$ cat config.mk
export PLATFORM = sky130hd
export DESIGN_NAME = adcsr_host_flat
export DESIGN_NICKNAME = d
export VERILOG_FILES = /design/src/adcsr_pkg.sv /design/src/adcsr_if.sv /design/src/adcsr_host.sv /design/src/flat_wrapper.sv
export SDC_FILE = /design/constraint.sdc
export NUM_CORES = 1
export LEC_CHECK = 0
export BUFFER_PORTS_ARGS = -buffer_cell sky130_fd_sc_hd__buf_2
export CAP_MARGIN = 15
export CORE_MARGIN = 2
export CORE_UTILIZATION = 45
export DETAILED_ROUTE_END_ITERATION = 10
export HOLD_SLACK_MARGIN = 0.1
export PLACE_DENSITY = 0.6
export SYNTH_ARGS = -nofsm -noshare
export SYNTH_HDL_FRONTEND = slang
export SYNTH_SLANG_ARGS = --single-unit
$ cat constraint.sdc
create_clock -name clk_sys -period 4.85 [get_ports clk_sys]
set_input_delay 0.485 -clock clk_sys [delete_from_list [all_inputs] [get_ports clk_sys]]
set_output_delay 0.485 -clock clk_sys [all_outputs]
set_load 0.05 [all_outputs]
$ cat src/adcsr_pkg.sv
// shared constants of the serial readout
package adcsr_pkg;
   // ---------------------------------------------------------------
   // clock and conversion timing
   // ---------------------------------------------------------------
   localparam int CLK_PERIOD_NS = 50;
   localparam int CONV_TIME_NS = 3000;
   // a longest time rounds down to whole cycles
   localparam int CONV_CYCLES = CONV_TIME_NS / CLK_PERIOD_NS;
   // ---------------------------------------------------------------
   // geometry
   // ---------------------------------------------------------------
   localparam int RES_BITS = 16;
   localparam int NUM_PAIRS = 3;
   localparam int NUM_CHAN = 6;
   localparam int NUM_LINES = 3;
   localparam int SR_LEN = 96;
   localparam int LEN_ONE_LINE = 96;
   localparam int LEN_TWO_LINES = 48;
   localparam int LEN_THREE_LINES = 32;
   localparam int FIFO_DEPTH = 32;
   // ---------------------------------------------------------------
   // control register, data bus bits 15..8 seen as bits 7..0
   // ---------------------------------------------------------------
   localparam logic [7:0] CTRL_RESET = 8'h00;
   localparam int CTRL_SEL_POS = 5;
   localparam int CTRL_RNG_POS = 2;
   // ---------------------------------------------------------------
   // host pacing, in system clock cycles
   // ---------------------------------------------------------------
   localparam int SCLK_HALF = 8;
endpackage

$ cat src/adcsr_if.sv
// pin bundle joining both ends
`timescale 1ns/10ps
`default_nettype none
interface adcsr_if;
   logic [2:0] pair_convert_start;
   logic busy;
   logic cs_n;
   logic sclk;
   logic rd_n;
   logic wr_n;
   logic [7:0] db_hi;
   logic db_oe;
   logic serial_parallel_select;
   logic soft_select;
   logic range_pin;
   logic chain_enable;
   logic [2:0] line_sel;
   logic chain_in_a;
   logic chain_in_b;
   logic chain_in_c;
   logic [2:0] dout;
   logic [2:0] dout_oe;

   modport device (
      input pair_convert_start, cs_n, sclk, rd_n, wr_n, db_hi, db_oe,
      input serial_parallel_select, soft_select, range_pin, chain_enable, line_sel,
      input chain_in_a, chain_in_b, chain_in_c,
      output busy, dout, dout_oe
   );
   modport host (
      output pair_convert_start, cs_n, sclk, rd_n, wr_n, db_hi, db_oe,
      output serial_parallel_select, soft_select, range_pin, chain_enable, line_sel,
      input busy, dout, dout_oe
   );
endinterface
`default_nettype wire

$ cat src/adcsr_host.sv
// host end: starts, control write, framed reads into a fifo
`timescale 1ns/10ps
`default_nettype none
module adcsr_fifo #(
   parameter int WIDTH = 48,
   parameter int DEPTH = 32
)(
   // system
   input wire logic clk_sys,
   input wire logic rst,
   // fill side
   input wire logic in_valid,
   output logic in_ready,
   input wire logic [WIDTH-1:0] in_data,
   // drain side
   output logic out_valid,
   input wire logic out_ready,
   output logic [WIDTH-1:0] out_data
);
   localparam int AW = $clog2(DEPTH);
   logic [WIDTH-1:0] mem [DEPTH];
   logic [AW:0] wp_r, rp_r;
   logic full, empty;

   assign full = (wp_r[AW] != rp_r[AW]) && (wp_r[AW-1:0] == rp_r[AW-1:0]);
   assign empty = (wp_r == rp_r);
   assign in_ready = !full;
   assign out_valid = !empty;
   assign out_data = mem[rp_r[AW-1:0]];

   always_ff @(posedge clk_sys or posedge rst) begin
      if (rst) begin
         wp_r <= '0;
         rp_r <= '0;
      end else begin
         if (in_valid && !full) begin
            wp_r <= wp_r + 1'b1;
         end
         if (out_ready && !empty) begin
            rp_r <= rp_r + 1'b1;
         end
      end
   end

   always_ff @(posedge clk_sys) begin
      if (in_valid && !full) begin
         mem[wp_r[AW-1:0]] <= in_data;
      end
   end
endmodule

module adcsr_host
   import adcsr_pkg::*;
(
   // system
   input wire logic clk_sys,
   input wire logic rst,
   // link pins
   adcsr_if.host lnk,
   // static configuration
   input wire logic [2:0] cfg_line_sel,
   input wire logic cfg_chain,
   input wire logic cfg_soft,
   input wire logic cfg_range,
   // commands
   input wire logic conv_req,
   input wire logic [NUM_PAIRS-1:0] conv_mask,
   input wire logic ctrl_req,
   input wire logic [7:0] ctrl_data,
   input wire logic read_req,
   input wire logic [6:0] read_bits,
   output logic cmd_ready,
   // received words, {line C, line B, line A}
   output logic word_valid,
   input wire logic word_ready,
   output logic [3*RES_BITS-1:0] word_data
);
   typedef enum logic [3:0] {H_IDLE, H_CONV, H_WAIT_HI, H_WAIT_LO, H_SCLK_HI,
                             H_SCLK_LO, H_CS_END, H_WR_LO, H_WR_HI} adcsr_hstate_e;
   adcsr_hstate_e st_r, st_nxt;
   logic [3:0] b1_r, b2_r;
   logic [3:0] tmr_r, tmr_nxt;
   logic [6:0] bits_r, bits_nxt;
   logic [3:0] grp_r, grp_nxt;
   logic [2:0][RES_BITS-1:0] rx_r, rx_nxt;
   logic [2:0] cv_r, cv_nxt;
   logic cs_n_r, cs_n_nxt, sclk_r, sclk_nxt, wr_n_r, wr_n_nxt, rd_n_r, rd_n_nxt;
   logic [7:0] db_r, db_nxt;
   logic db_oe_r, db_oe_nxt, push_r, push_nxt, ready_r, ready_nxt;
   logic [5:0] cfg_r;
   logic fifo_ready;
   logic tick;

   // ---------------------------------------------------------------
   // far-side busy and data: two flops first
   // ---------------------------------------------------------------
   always_ff @(posedge clk_sys or posedge rst) begin
      if (rst) begin
         b1_r <= '0;
         b2_r <= '0;
         cfg_r <= '0;
      end else begin
         b1_r <= {lnk.busy, lnk.dout};
         b2_r <= b1_r;
         cfg_r <= {cfg_range, cfg_soft, cfg_chain, cfg_line_sel};
      end
   end

   assign tick = (tmr_r == 4'(SCLK_HALF - 1));

   always_comb begin
      st_nxt = st_r;
      tmr_nxt = tick ? 4'h0 : tmr_r + 4'h1;
      bits_nxt = bits_r;
      grp_nxt = grp_r;
      rx_nxt = rx_r;
      cv_nxt = cv_r;
      cs_n_nxt = cs_n_r;
      sclk_nxt = sclk_r;
      wr_n_nxt = wr_n_r;
      rd_n_nxt = rd_n_r;
      db_nxt = db_r;
      db_oe_nxt = db_oe_r;
      push_nxt = 1'b0;
      unique case (st_r)
         H_IDLE: begin
            tmr_nxt = 4'h0;
            if (conv_req && |conv_mask) begin
               cv_nxt = conv_mask;
               st_nxt = H_CONV;
            end else if (ctrl_req) begin
               cs_n_nxt = 1'b0;
               wr_n_nxt = 1'b0;
               rd_n_nxt = 1'b1;
               db_nxt = ctrl_data;
               db_oe_nxt = 1'b1;
               st_nxt = H_WR_LO;
            end else if (read_req && read_bits != 7'h00) begin
               cs_n_nxt = 1'b0;
               bits_nxt = read_bits;
               grp_nxt = 4'h0;
               st_nxt = H_SCLK_HI;
            end
         end
         H_CONV: begin
            if (tick) begin
               cv_nxt = '0;
               st_nxt = H_WAIT_HI;
            end
         end
         H_WAIT_HI: begin
            if (b2_r[3]) begin
               st_nxt = H_WAIT_LO;
            end
         end
         H_WAIT_LO: begin
            // reads wait for busy to fall
            if (!b2_r[3]) begin
               st_nxt = H_IDLE;
            end
         end
         H_SCLK_HI: begin
            if (tick) begin
               if (bits_r == 7'h00) begin
                  cs_n_nxt = 1'b1;
                  st_nxt = H_CS_END;
               end else if (grp_r != 4'h0 || fifo_ready) begin
                  // a new word starts only with fifo room: clock stalls high
                  sclk_nxt = 1'b0;
                  for (int i = 0; i < 3; i++) begin
                     rx_nxt[i] = {rx_r[i][RES_BITS-2:0], b2_r[i]};
                  end
                  bits_nxt = bits_r - 7'h01;
                  grp_nxt = grp_r + 4'h1;
                  push_nxt = (grp_r == 4'hF);
                  st_nxt = H_SCLK_LO;
               end
            end
         end
         H_SCLK_LO: begin
            if (tick) begin
               sclk_nxt = 1'b1;
               st_nxt = H_SCLK_HI;
            end
         end
         H_CS_END: begin
            if (tick) begin
               st_nxt = H_IDLE;
            end
         end
         H_WR_LO: begin
            if (tick) begin
               wr_n_nxt = 1'b1;
               st_nxt = H_WR_HI;
            end
         end
         H_WR_HI: begin
            if (tick) begin
               cs_n_nxt = 1'b1;
               rd_n_nxt = 1'b0;
               db_oe_nxt = 1'b0;
               st_nxt = H_IDLE;
            end
         end
      endcase
      ready_nxt = (st_nxt == H_IDLE);
   end

   always_ff @(posedge clk_sys or posedge rst) begin
      if (rst) begin
         st_r <= H_IDLE;
         tmr_r <= 4'h0;
         bits_r <= 7'h00;
         grp_r <= 4'h0;
         rx_r <= '0;
         cv_r <= '0;
         cs_n_r <= 1'b1;
         sclk_r <= 1'b1;
         wr_n_r <= 1'b1;
         rd_n_r <= 1'b0;
         db_r <= 8'h00;
         db_oe_r <= 1'b0;
         push_r <= 1'b0;
         ready_r <= 1'b1;
      end else begin
         st_r <= st_nxt;
         tmr_r <= tmr_nxt;
         bits_r <= bits_nxt;
         grp_r <= grp_nxt;
         rx_r <= rx_nxt;
         cv_r <= cv_nxt;
         cs_n_r <= cs_n_nxt;
         sclk_r <= sclk_nxt;
         wr_n_r <= wr_n_nxt;
         rd_n_r <= rd_n_nxt;
         db_r <= db_nxt;
         db_oe_r <= db_oe_nxt;
         push_r <= push_nxt;
         ready_r <= ready_nxt;
      end
   end

   adcsr_fifo #(.WIDTH(3*RES_BITS), .DEPTH(FIFO_DEPTH)) u_fifo (
      .clk_sys(clk_sys),
      .rst(rst),
      .in_valid(push_r),
      .in_ready(fifo_ready),
      .in_data({rx_r[2], rx_r[1], rx_r[0]}),
      .out_valid(word_valid),
      .out_ready(word_ready),
      .out_data(word_data)
   );

   assign lnk.pair_convert_start = cv_r;
   assign lnk.cs_n = cs_n_r;
   assign lnk.sclk = sclk_r;
   assign lnk.wr_n = wr_n_r;
   assign lnk.rd_n = rd_n_r;
   assign lnk.db_hi = db_r;
   assign lnk.db_oe = db_oe_r;
   assign lnk.serial_parallel_select = 1'b1;
   assign lnk.line_sel = cfg_r[2:0];
   assign lnk.chain_enable = cfg_r[3];
   assign lnk.soft_select = cfg_r[4];
   assign lnk.range_pin = cfg_r[5];
   assign cmd_ready = ready_r;
endmodule
`default_nettype wire

$ cat src/flat_wrapper.sv
// flat-port wrapper written by rule: the top's interface ports become plain ports
module adcsr_host_flat import adcsr_pkg::*;
  (clk_sys, rst, cfg_line_sel, cfg_chain, cfg_soft, cfg_range, conv_req, conv_mask, ctrl_req, ctrl_data, read_req, read_bits, cmd_ready, word_valid, word_ready, word_data, lnk_pair_convert_start, lnk_cs_n, lnk_sclk, lnk_rd_n, lnk_wr_n, lnk_db_hi, lnk_db_oe, lnk_serial_parallel_select, lnk_soft_select, lnk_range_pin, lnk_chain_enable, lnk_line_sel, lnk_busy, lnk_dout, lnk_dout_oe);
  adcsr_if lnk_i ();
  input wire logic clk_sys;
  input wire logic rst;
  input wire logic [2:0] cfg_line_sel;
  input wire logic cfg_chain;
  input wire logic cfg_soft;
  input wire logic cfg_range;
  input wire logic conv_req;
  input wire logic [NUM_PAIRS-1:0] conv_mask;
  input wire logic ctrl_req;
  input wire logic [7:0] ctrl_data;
  input wire logic read_req;
  input wire logic [6:0] read_bits;
  output logic cmd_ready;
  output logic word_valid;
  input wire logic word_ready;
  output logic [3*RES_BITS-1:0] word_data;
  output wire logic [$bits(lnk_i.pair_convert_start)-1:0] lnk_pair_convert_start;
  output wire logic [$bits(lnk_i.cs_n)-1:0] lnk_cs_n;
  output wire logic [$bits(lnk_i.sclk)-1:0] lnk_sclk;
  output wire logic [$bits(lnk_i.rd_n)-1:0] lnk_rd_n;
  output wire logic [$bits(lnk_i.wr_n)-1:0] lnk_wr_n;
  output wire logic [$bits(lnk_i.db_hi)-1:0] lnk_db_hi;
  output wire logic [$bits(lnk_i.db_oe)-1:0] lnk_db_oe;
  output wire logic [$bits(lnk_i.serial_parallel_select)-1:0] lnk_serial_parallel_select;
  output wire logic [$bits(lnk_i.soft_select)-1:0] lnk_soft_select;
  output wire logic [$bits(lnk_i.range_pin)-1:0] lnk_range_pin;
  output wire logic [$bits(lnk_i.chain_enable)-1:0] lnk_chain_enable;
  output wire logic [$bits(lnk_i.line_sel)-1:0] lnk_line_sel;
  input wire logic [$bits(lnk_i.busy)-1:0] lnk_busy;
  input wire logic [$bits(lnk_i.dout)-1:0] lnk_dout;
  input wire logic [$bits(lnk_i.dout_oe)-1:0] lnk_dout_oe;
  assign lnk_pair_convert_start = lnk_i.pair_convert_start;
  assign lnk_cs_n = lnk_i.cs_n;
  assign lnk_sclk = lnk_i.sclk;
  assign lnk_rd_n = lnk_i.rd_n;
  assign lnk_wr_n = lnk_i.wr_n;
  assign lnk_db_hi = lnk_i.db_hi;
  assign lnk_db_oe = lnk_i.db_oe;
  assign lnk_serial_parallel_select = lnk_i.serial_parallel_select;
  assign lnk_soft_select = lnk_i.soft_select;
  assign lnk_range_pin = lnk_i.range_pin;
  assign lnk_chain_enable = lnk_i.chain_enable;
  assign lnk_line_sel = lnk_i.line_sel;
  assign lnk_i.busy = lnk_busy;
  assign lnk_i.dout = lnk_dout;
  assign lnk_i.dout_oe = lnk_dout_oe;
  adcsr_host u_core (.clk_sys(clk_sys), .rst(rst), .lnk(lnk_i), .cfg_line_sel(cfg_line_sel), .cfg_chain(cfg_chain), .cfg_soft(cfg_soft), .cfg_range(cfg_range), .conv_req(conv_req), .conv_mask(conv_mask), .ctrl_req(ctrl_req), .ctrl_data(ctrl_data), .read_req(read_req), .read_bits(read_bits), .cmd_ready(cmd_ready), .word_valid(word_valid), .word_ready(word_ready), .word_data(word_data));
endmodule
# Word-level counts from Yosys, hierarchy flattened
# Memory sizes are Yosys's and may differ from the RTL's.
# Cells that the tools add are included.
[classes] n_addsub=5 eq_ne=27 n_mux=56 n_bitwise=2 reduce_logical=29
[ops] op="$mux 4" count=20
[ops] op="$mux 7" count=6
[ops] op="$pmux 4 s8" count=1
[ops] op="$eq 4x3->1 const B" count=5
[ops] op="$mux 1" count=20
[ops] op="$ne 2x1->1 const B" count=9
[ops] op="$pmux 7 s2" count=1
[ops] op="$add 6x1->6 const B" count=2
[ops] op="$reduce_and 4->1" count=3
[ops] op="$reduce_bool 2->1" count=5
[ops] op="$add 4x1->4 const B" count=2
[ops] op="$eq 4x2->1 const B" count=2
[ops] op="$eq 4x4->1 const B" count=2
[ops] op="$logic_not 4->1" count=2
[ops] op="$ne 2x2->1 const B" count=4
[ops] op="$pmux 4 s2" count=1
[ops] op="$logic_not 7->1" count=1
[ops] op="$reduce_and 7->1" count=1
[ops] op="$reduce_bool 7->1" count=1
[ops] op="$sub 7x1->7 const B" count=1
[ops] op="$eq 6x6->1" count=1
[ops] op="$mux 3" count=2
[ops] op="$pmux 1 s2" count=3
[ops] op="$pmux 3 s2" count=1
[ops] op="other kinds (16)" count=23
[totals] regBits=110 mem_bits_rw=1536 in_bits=37 out_inout_bits=73 wordCells=140 n_memories=1
[memory_table] name="u_core.u_fifo.mem" words=32 width=48 rd=1 rd_clocked_by_memory_dff=0 write_ports=1 line_no="adcsr_host.sv:21" text="logic [WIDTH-1:0] mem [DEPTH];"

# Depth between registers and ports, before layout
# Gate-level depths: netlist (run 1).
[logic_depth] word_depth=9 mapped_depth=10 ltp_nobuf=8

# Modules after synthesis
# A second synthesis (run 1) with hierarchy kept.
[unflattened] cells_unflattened=3597 hier_area_um2=64025.2
[modules_own_cells] module="adcsr_fifo" instances=1 cells_each=3283 area_per_inst_um2=59908.7 seq_area_each_um2=46424.5
[modules_own_cells] module="adcsr_host" instances=1 cells_each=314 area_per_inst_um2=4116.4 seq_area_each_um2=2457.4

# Least setup slack after synthesis (run 1)
# Ideal clock, no wire load.
[synth_timing] kind="register to register" start="reg u_core.u_fifo.wp_r[3]" end="mem u_core.u_fifo.mem[31][0] (enable)" setup_ns=0.454 arrival_ns=3.725 required_time_ns=4.396 slack_ns=0.671 path_stages_with_launch=8 n_path_buf=2 period_less_slack_ns=4.179 cell_sequence="dfrtp_1 clkbuf_1 xor2_1 nor2_1 a41oi_1 nand2_1 clkbuf_1 nor2_1"
[synth_between] elab_chain_len=6
[synth_lines] item="from (decl)" line_no="adcsr_host.sv:22" text="logic [AW:0] wp_r, rp_r;"
[synth_lines] item="from (signal assigned)" line_no="adcsr_host.sv:37" text="wp_r <= wp_r + 1'b1;"
[synth_lines] item="$eq 5x5->1" line_no="adcsr_host.sv:25" text="assign full = (wp_r[AW] != rp_r[AW]) && (wp_r[AW-1:0] == rp_r[AW-1:0]);"
[synth_lines] item="$logic_and 1x1->1" line_no="adcsr_host.sv:25"
[synth_lines] item="$logic_not 1->1" line_no="adcsr_host.sv:46" text="if (in_valid && !full) begin"
[synth_lines] item="$logic_and 1x1->1" line_no="adcsr_host.sv:46"
[synth_lines] item="$mux 1" line_no="adcsr_host.sv:46"
[synth_lines] item="$mux 1 (not written as such)" line_no="adcsr_host.sv:47" text="mem[wp_r[AW-1:0]] <= in_data;"
[synth_lines] item="to (decl)" line_no="adcsr_host.sv:21"
# Several ways; a longest one is shown, not always the timed one.

# Final worst setup path (run 1)
[layout_timing] start="reg u_core.u_fifo.rp_r[2]" end="out word_data[45]"
[layout_between] elab_chain_len=1
[layout_lines] item="from (decl)" line_no="adcsr_host.sv:22"
[layout_lines] item="from (signal assigned)" line_no="adcsr_host.sv:40" text="rp_r <= rp_r + 1'b1;"
[layout_lines] item="$mem_v2 32x48"
[layout_lines] item="to (decl)" line_no="flat_wrapper.sv:20" text="output logic [3*RES_BITS-1:0] word_data;"
# No other way between the ends.

==> results of run 1 <==
## routing by layer
layer,routed length (um),GRT usage [%],vias to the layer above
met2,72970,34.09,1004
met5,0,0,-
met3,8871,3.665,194
li1,-,-,11630
met4,3000,5.887,0
met1,56810,26.79,15350
## stage by stage
stage                     hold slack (ns)  utilization (%)  instance area [sq um]  total power, mW
after floorplan                    0.3312                -                  62830            22.19
after global placement             0.3359            47.72                  66340            24.01
after detailed placement           0.3371            47.72                  66340            24.13
after CTS                          0.1028            51.94                  72200            36.93
after global routing               0.1616            51.94                  72200            37.84
final                              0.1557            51.94                  72200            36.53
## area by class of cell
| cell class | instances | area, sq um |
|---|---|---|
| Sequential cell | 1646 | 48900 |
| Fill cell | 10540 | 66820 |
| Timing Repair Buffer | 218 | 1837 |
| Inverter | 12 | 50.05 |
| Tap cell | 1876 | 2347 |
| Multi-Input combinational cell | 799 | 13550 |
| Clock buffer | 217 | 4448 |
| Clock inverter | 93 | 1062 |
## critical path, stage by stage, from the launching register on
cell     delay [ns]
dfrtp_4        0.43
buf_12         0.54
buf_4          0.79
mux4_2         0.66
mux2_2         0.33
buf_2          0.23
## how the worst max path moves through the flow
| stage | to | slack (ns) | depth (start not counted) |
|---|---|---|---|
| 2_1_floorplan | u_core.u_fifo.mem[31][0] | 0.67 | 7 |
| 3_3_place_gp | u_core.u_fifo.mem[3][21] | 1.18 | 6 |
| 3_5_place_dp | u_core.u_fifo.mem[7][18] | 1.12 | 6 |
| 4_1_cts | word_data[45] | 0.35 | 5 |
| 5_1_grt | word_data[45] | 0.27 | 5 |
| 6_report | word_data[45] | 0.46 | 5 |
## state kept, by name, summed over array words and instances (netlist names), 6 cells and up
signal and flops:
u_core.bits_r 7, u_core.cfg_r 6, u_core.lnk.db_hi 8, u_core.rx_r 48, u_core.u_fifo.mem 1536, u_core.u_fifo.rp_r 6
u_core.u_fifo.wp_r 6
## cell families after synthesis
| family | count (synthesis) | share of synthesized area, % |
|---|---|---|
| other | 1 | 0.005969 |
| DFF | 1646 | 77.80 |
| adders and majority gates | 9 | 0.1792 |
| AOI/OAI and AO/OA | 61 | 0.6373 |
| and+or+nand+nor | 124 | 1.004 |
| xor gates and xnor gates | 18 | 0.2509 |
| muxes | 586 | 19.11 |
| buffers and inverters | 148 | 1.014 |
## synthesized netlist by cell type, types with 7 or more instances
library cell  instances  area (sq um)
edfxtp_1           1536         46120
mux4_2              480         10810
dfrtp_1             106          2653
mux2_2              106          1194
clkbuf_1             78         292.8
nor2_1               48         180.2
buf_2                41         205.2
nand2_1              20         75.07
o21ai_0              17         85.08
a21oi_1              14         70.07
nor3_1               14         70.07
inv_1                12         45.04
xor2_1               11         96.34
buf_1                10         37.54
nand3_1              10         50.05
ha_1                  9         112.6
xnor2_1               7         61.31
## timing repair
action / CTS / global route
buffers inserted: 0 / 0
gates resized for setup: 0 / 0
hold endpoints to repair: 117 / 0
hold buffers: 35 / 0
## power by group through the flow
stage	logic [mW]	clock network (mW)	registers, mW
2_1_floorplan	5.78	0	16.4
3_3_place_gp	7.64	0	16.4
6_report	7.59	12.8	16.1
3_5_place_dp	7.71	0	16.4
5_1_grt	8.06	13.6	16.2
4_1_cts	7.76	13.1	16.1
==> impl_metrics.py, run 1 <==
metrics = {
    "synth": {
        "synth_ff_type": "edfxtp_1",
        "synth_cell_types": 59,
        "synth-edff-count": 1536,
        "synth_nets": 2639,
        "synth-seq-cells": 1646,
        "synth_area_sq_um": 62830,
        "yosysSeqAreaShare_pct": 77.80,
        "async_flop_share_pct": 6.683,
        "syn_inst": 2593,
        "yosys_warnings": 0,
        "avgSynthCellArea_sq_um": 24.23,
    },
    "global_route": {
        "grt_max_degree": 149,
        "grt-ovfl-total": 0,
        "grt_pass1_wl_um": 203100,
        "grt_pass1_vias": 29700,
        "antenna_found_initial": 3,
        "grt_usage_pct": 20.14,
    },
    "worst_setup_path": {
        "crit_start": "u_core.u_fifo.rp_r[2]",
        "reg2reg_depth": 6,
        "end_kind": "output port",
        "r2r-start": "u_core.u_fifo.rp_r[0]",
        "crit_type": "flop to output port",
        "startpoint_type": "flop",
        "r2r_slack_ns": 1.13,
        "crit-reg2reg-capture": "u_core.u_fifo.mem[7][15]",
        "worstPathArrival_ns": 3.91,
        "path_max_fanout": 68,
        "required_ns": 4.37,
    },
    "floorplan": {
        "die_width_um": 377.7,
        "dieArea_sq_um": 142600,
        "io_pins": 110,
        "initial_core_util_pct": 45.19,
        "num_rows": 137,
        "coreArea_sq_um": 139000,
        "fp.dieH_um": 377.7,
    },
    "min_path": {
        "min-delay-start": "read_bits[5]",
        "min_to": "u_core.bits_r[5]",
        "min_path_cells": 4,
        "hp-class": "primary input to flop",
    },
    "power": {
        "combinationalPowerShare_pct": 20.8,
        "p_per_area_nw_per_um2": 506.0,
        "pwr-share-clk_pct": 35.1,
        "p_seq_share_pct": 44.1,
        "power_leakage_nw": 23.29,
        "power_switching_mw": 10.21,
        "vdd_drop_max_mv": 0.5002,
        "switching_share_pct": 27.95,
        "internal-power_mw": 26.32,
    },
    "job": {
        "maxCapViolations": 0,
    },
    "clocking": {
        "cts_buffer_depth": 3,
        "cts_buffers": 165,
        "h-tree-depth": 4,
        "cts.sinks": 1646,
        "clk_pin_slew_worst_paths_ns": 0.06,
        "clockRootBuffer": "clkbuf_16",
        "tritoncts": "done",
        "clock_latency_ns": 0.81,
    },
    "timing": {
        "drv_slew": 0,
        "fmax_ghz": 0.2276,
        "hold_viol": 0,
        "rsz0062_at_grt": "false",
        "fin_setup_tns_ns": 0,
        "min_period_ns": 4.393,
        "min_period_over_period_pct": 90.58,
        "setup_violations": 0,
        "slew_headroom_pct": 30.84,
        "layout_setup_ws_ns": 0.4567,
        "skew_ns": 0.02657,
        "worst_pin_slew_ns": 1.037,
    },
    "place": {
        "finalWeightedCongestion": 0.7845,
        "port_buffers": 105,
        "dp.cells": 4516,
        "place_ws_ns": 1.124,
        "dpl.hpwl_um": 67320,
    },
    "cells_and_area": {
        "stdcell_count": 4861,
        "final_cell_mix": "edfxtp_1 (1536), mux4_2 (480), clkbuf_16 (168), mux2_2 (106), buf_2 (105)",
        "final_common_cell": "edfxtp_1",
        "syn2layout_area_growth_pct": 14.92,
        "diodes": 0,
        "layout-drive-gt1-share_pct": 35.68,
        "num-nets-final": 2888,
    },
    "detailed_routing": {
        "drc": 0,
        "first_pass_iters": 7,
        "final_antenna_net_count": 0,
        "drtIter0Drc": 3135,
        "num_vias": 28180,
        "vias_per_cell": 5.797,
        "drt_wl_total_um": 141700,
        "wl_per_cell_um": 29.14,
    },
    "run_status": {
        "status": "complete, no violations",
    },
}
Power figures use the tool's default switching activity.
==> run 2, diff against run 1 <==
--- a/config.mk
+++ b/config.mk
@@ -7,11 +7,13 @@
 export LEC_CHECK = 0
 export BUFFER_PORTS_ARGS = -buffer_cell sky130_fd_sc_hd__buf_2
 export CAP_MARGIN = 15
+export CELL_PAD_IN_SITES_DETAIL_PLACEMENT = 2
+export CELL_PAD_IN_SITES_GLOBAL_PLACEMENT = 2
 export CORE_MARGIN = 2
 export CORE_UTILIZATION = 45
 export DETAILED_ROUTE_END_ITERATION = 10
 export HOLD_SLACK_MARGIN = 0.1
-export PLACE_DENSITY = 0.6
+export PLACE_DENSITY = 0.71
 export SYNTH_ARGS = -nofsm -noshare
 export SYNTH_HDL_FRONTEND = slang
 export SYNTH_SLANG_ARGS = --single-unit
==> impl_metrics.py, run 2 (same netlist as run 1, synthesis figures left out) <==
metrics = {
    "run_status": {
        "status": "complete, no violations",
    },
    "worst_setup_path": {
        "required_ns": 4.37,
        "path_max_fanout": 59,
        "worstPathArrival_ns": 3.97,
        "crit_type": "flop to output port",
        "reg2reg_depth": 7,
        "startpoint_type": "flop",
        "end_kind": "output port",
    },
    "clocking": {
        "clk_pin_slew_worst_paths_ns": 0.06,
        "cts_buffers": 172,
        "cts.sinks": 1646,
        "cts_resized": 0,
        "cts_buffer_depth": 3,
        "clock_latency_ns": 0.82,
        "h-tree-depth": 4,
        "clockRootBuffer": "clkbuf_16",
        "tritoncts": "done",
    },
    "global_route": {
        "grt_usage_pct": 28.73,
        "grt-ovfl-total": 0,
        "antenna_found_initial": 6,
        "grt_pass1_wl_um": 278400,
        "grt_max_degree": 112,
        "grt_pass1_vias": 33630,
    },
    "timing": {
        "hold_viol": 0,
        "min_period_over_period_pct": 91.87,
        "fin_setup_tns_ns": 0,
        "slew_headroom_pct": 20.08,
        "drv_slew": 0,
        "holdWs_ns": 0.1708,
        "setup_violations": 0,
        "worst_pin_slew_ns": 1.199,
        "min_period_ns": 4.456,
        "fmax_ghz": 0.2244,
        "skew_ns": 0.03356,
        "rsz0062_at_grt": "false",
    },
    "floorplan": {
        "coreArea_sq_um": 139000,
        "initial_core_util_pct": 45.19,
        "fp.dieH_um": 377.7,
        "die_width_um": 377.7,
        "dieArea_sq_um": 142600,
        "io_pins": 110,
        "num_rows": 137,
    },
    "detailed_routing": {
        "drtIter0Drc": 4161,
        "wl_per_cell_um": 41.13,
        "drc": 0,
        "highest_layer": "met5",
        "final_antenna_net_count": 0,
        "wl_met2_um": 102500,
        "wl_met1_um": 77170,
        "met3_wirelength_um": 15240,
        "num_vias": 31040,
        "drt_wl_total_um": 200800,
        "first_pass_iters": 8,
        "vias_per_cell": 6.357,
    },
    "min_path": {
        "min_path_cells": 4,
        "hp-class": "primary input to flop",
    },
    "cells_and_area": {
        "nFillCells": 11630,
        "largest_register_ffs": 1536,
        "multi_input_area_sq_um": 13550,
        "syn2layout_area_growth_pct": 15.57,
        "final_cell_mix": "edfxtp_1 (1536), mux4_2 (480), clkbuf_16 (182), mux2_2 (106), buf_2 (106)",
        "regArea_sq_um": 48900,
        "layout-drive-gt1-share_pct": 36.05,
        "final_common_cell": "edfxtp_1",
        "final_core_util_pct": 52.23,
        "num-nets-final": 2901,
        "diodes": 0,
        "stdcell_count": 4883,
    },
    "job": {
        "maxCapViolations": 0,
    },
    "power": {
        "p_total_mw": 38.23,
        "vdd_drop_max_mv": 0.5097,
        "power_leakage_nw": 23.52,
        "p_per_area_nw_per_um2": 526.5,
    },
    "place": {
        "dpl.hpwl_um": 96200,
        "finalWeightedCongestion": 0.7376,
        "port_buffers": 105,
        "dp.cells": 4519,
    },
}
## run 2: changes by cell type in the layout (fill, tap and decap cells not counted), sizes merged
cell / previous run / this run
inv: 20 / 16
buf: 183 / 190
dlygate4sd3: 35 / 34
clkinv: 59 / 57
clkbuf: 217 / 244
clkinvlp: 8 / 3
## run 2: layout make-up
class                           count  area share, %
Clock buffer                      244          6.800
Clock inverter                     82          1.199
Tap cell                         1876          3.233
Inverter                           12        0.06893
Sequential cell                  1646          67.35
Timing Repair Buffer              224          2.685
Multi-Input combinational cell    799          18.67
## run 2: worst max-delay path, stage by stage (launching register included)
cell and delay (ns):
dfrtp_4 0.67, buf_12 0.26, buf_12 0.39, mux4_2 0.61, mux4_2 0.55, mux2_2 0.33
buf_2 0.22
## run 2: final timing paths
check,from,end,slack (ns)
max,u_core.u_fifo.rp_r[0],word_data[41],0.39
min,read_bits[6],u_core.bits_r[6],0.17
max reg2reg,u_core.st_r[3],u_core.st_r[0],0.84
min reg2reg,u_core.b1_r[0],u_core.b2_r[0],0.34
max in group asynchronous,rst,u_core.rx_r[25],3.34
min in group asynchronous,rst,u_core.rx_r[6],0.44
## run 2: routing by layer
metal | vias to the layer above | global-route usage, %
li1 | 11650 | -
met1 | 17280 | 37.83
met2 | 1740 | 48.11
met4 | 6 | 8.868
met5 | - | 0
met3 | 363 | 6.183
## run 2: metrics by stage
step                setup slack (ns)  cell area, sq um
CTS                           0.2455             72520
detailed placement            0.8849             66370
finish                        0.3943             72610
global route                  0.2276             72610
floorplan                     0.6711             62830
global placement               1.231             66370
## run 2: repair_timing
item / in CTS / in global routing
hold buffers: 34 / 0
setup buffers: 0 / 0
hold endpoints to repair: 111 / 0
## run 2: power breakdown
| group | switching, mW | internal [mW] | leakage (nW) | total (mW) |
|---|---|---|---|---|
| combinational | 4.72 | 3.19 | 4.86 | 7.91 |
| clock | 5.94 | 8.06 | 2.85 | 14.0 |
| sequential | 0.614 | 15.7 | 15.8 | 16.3 |
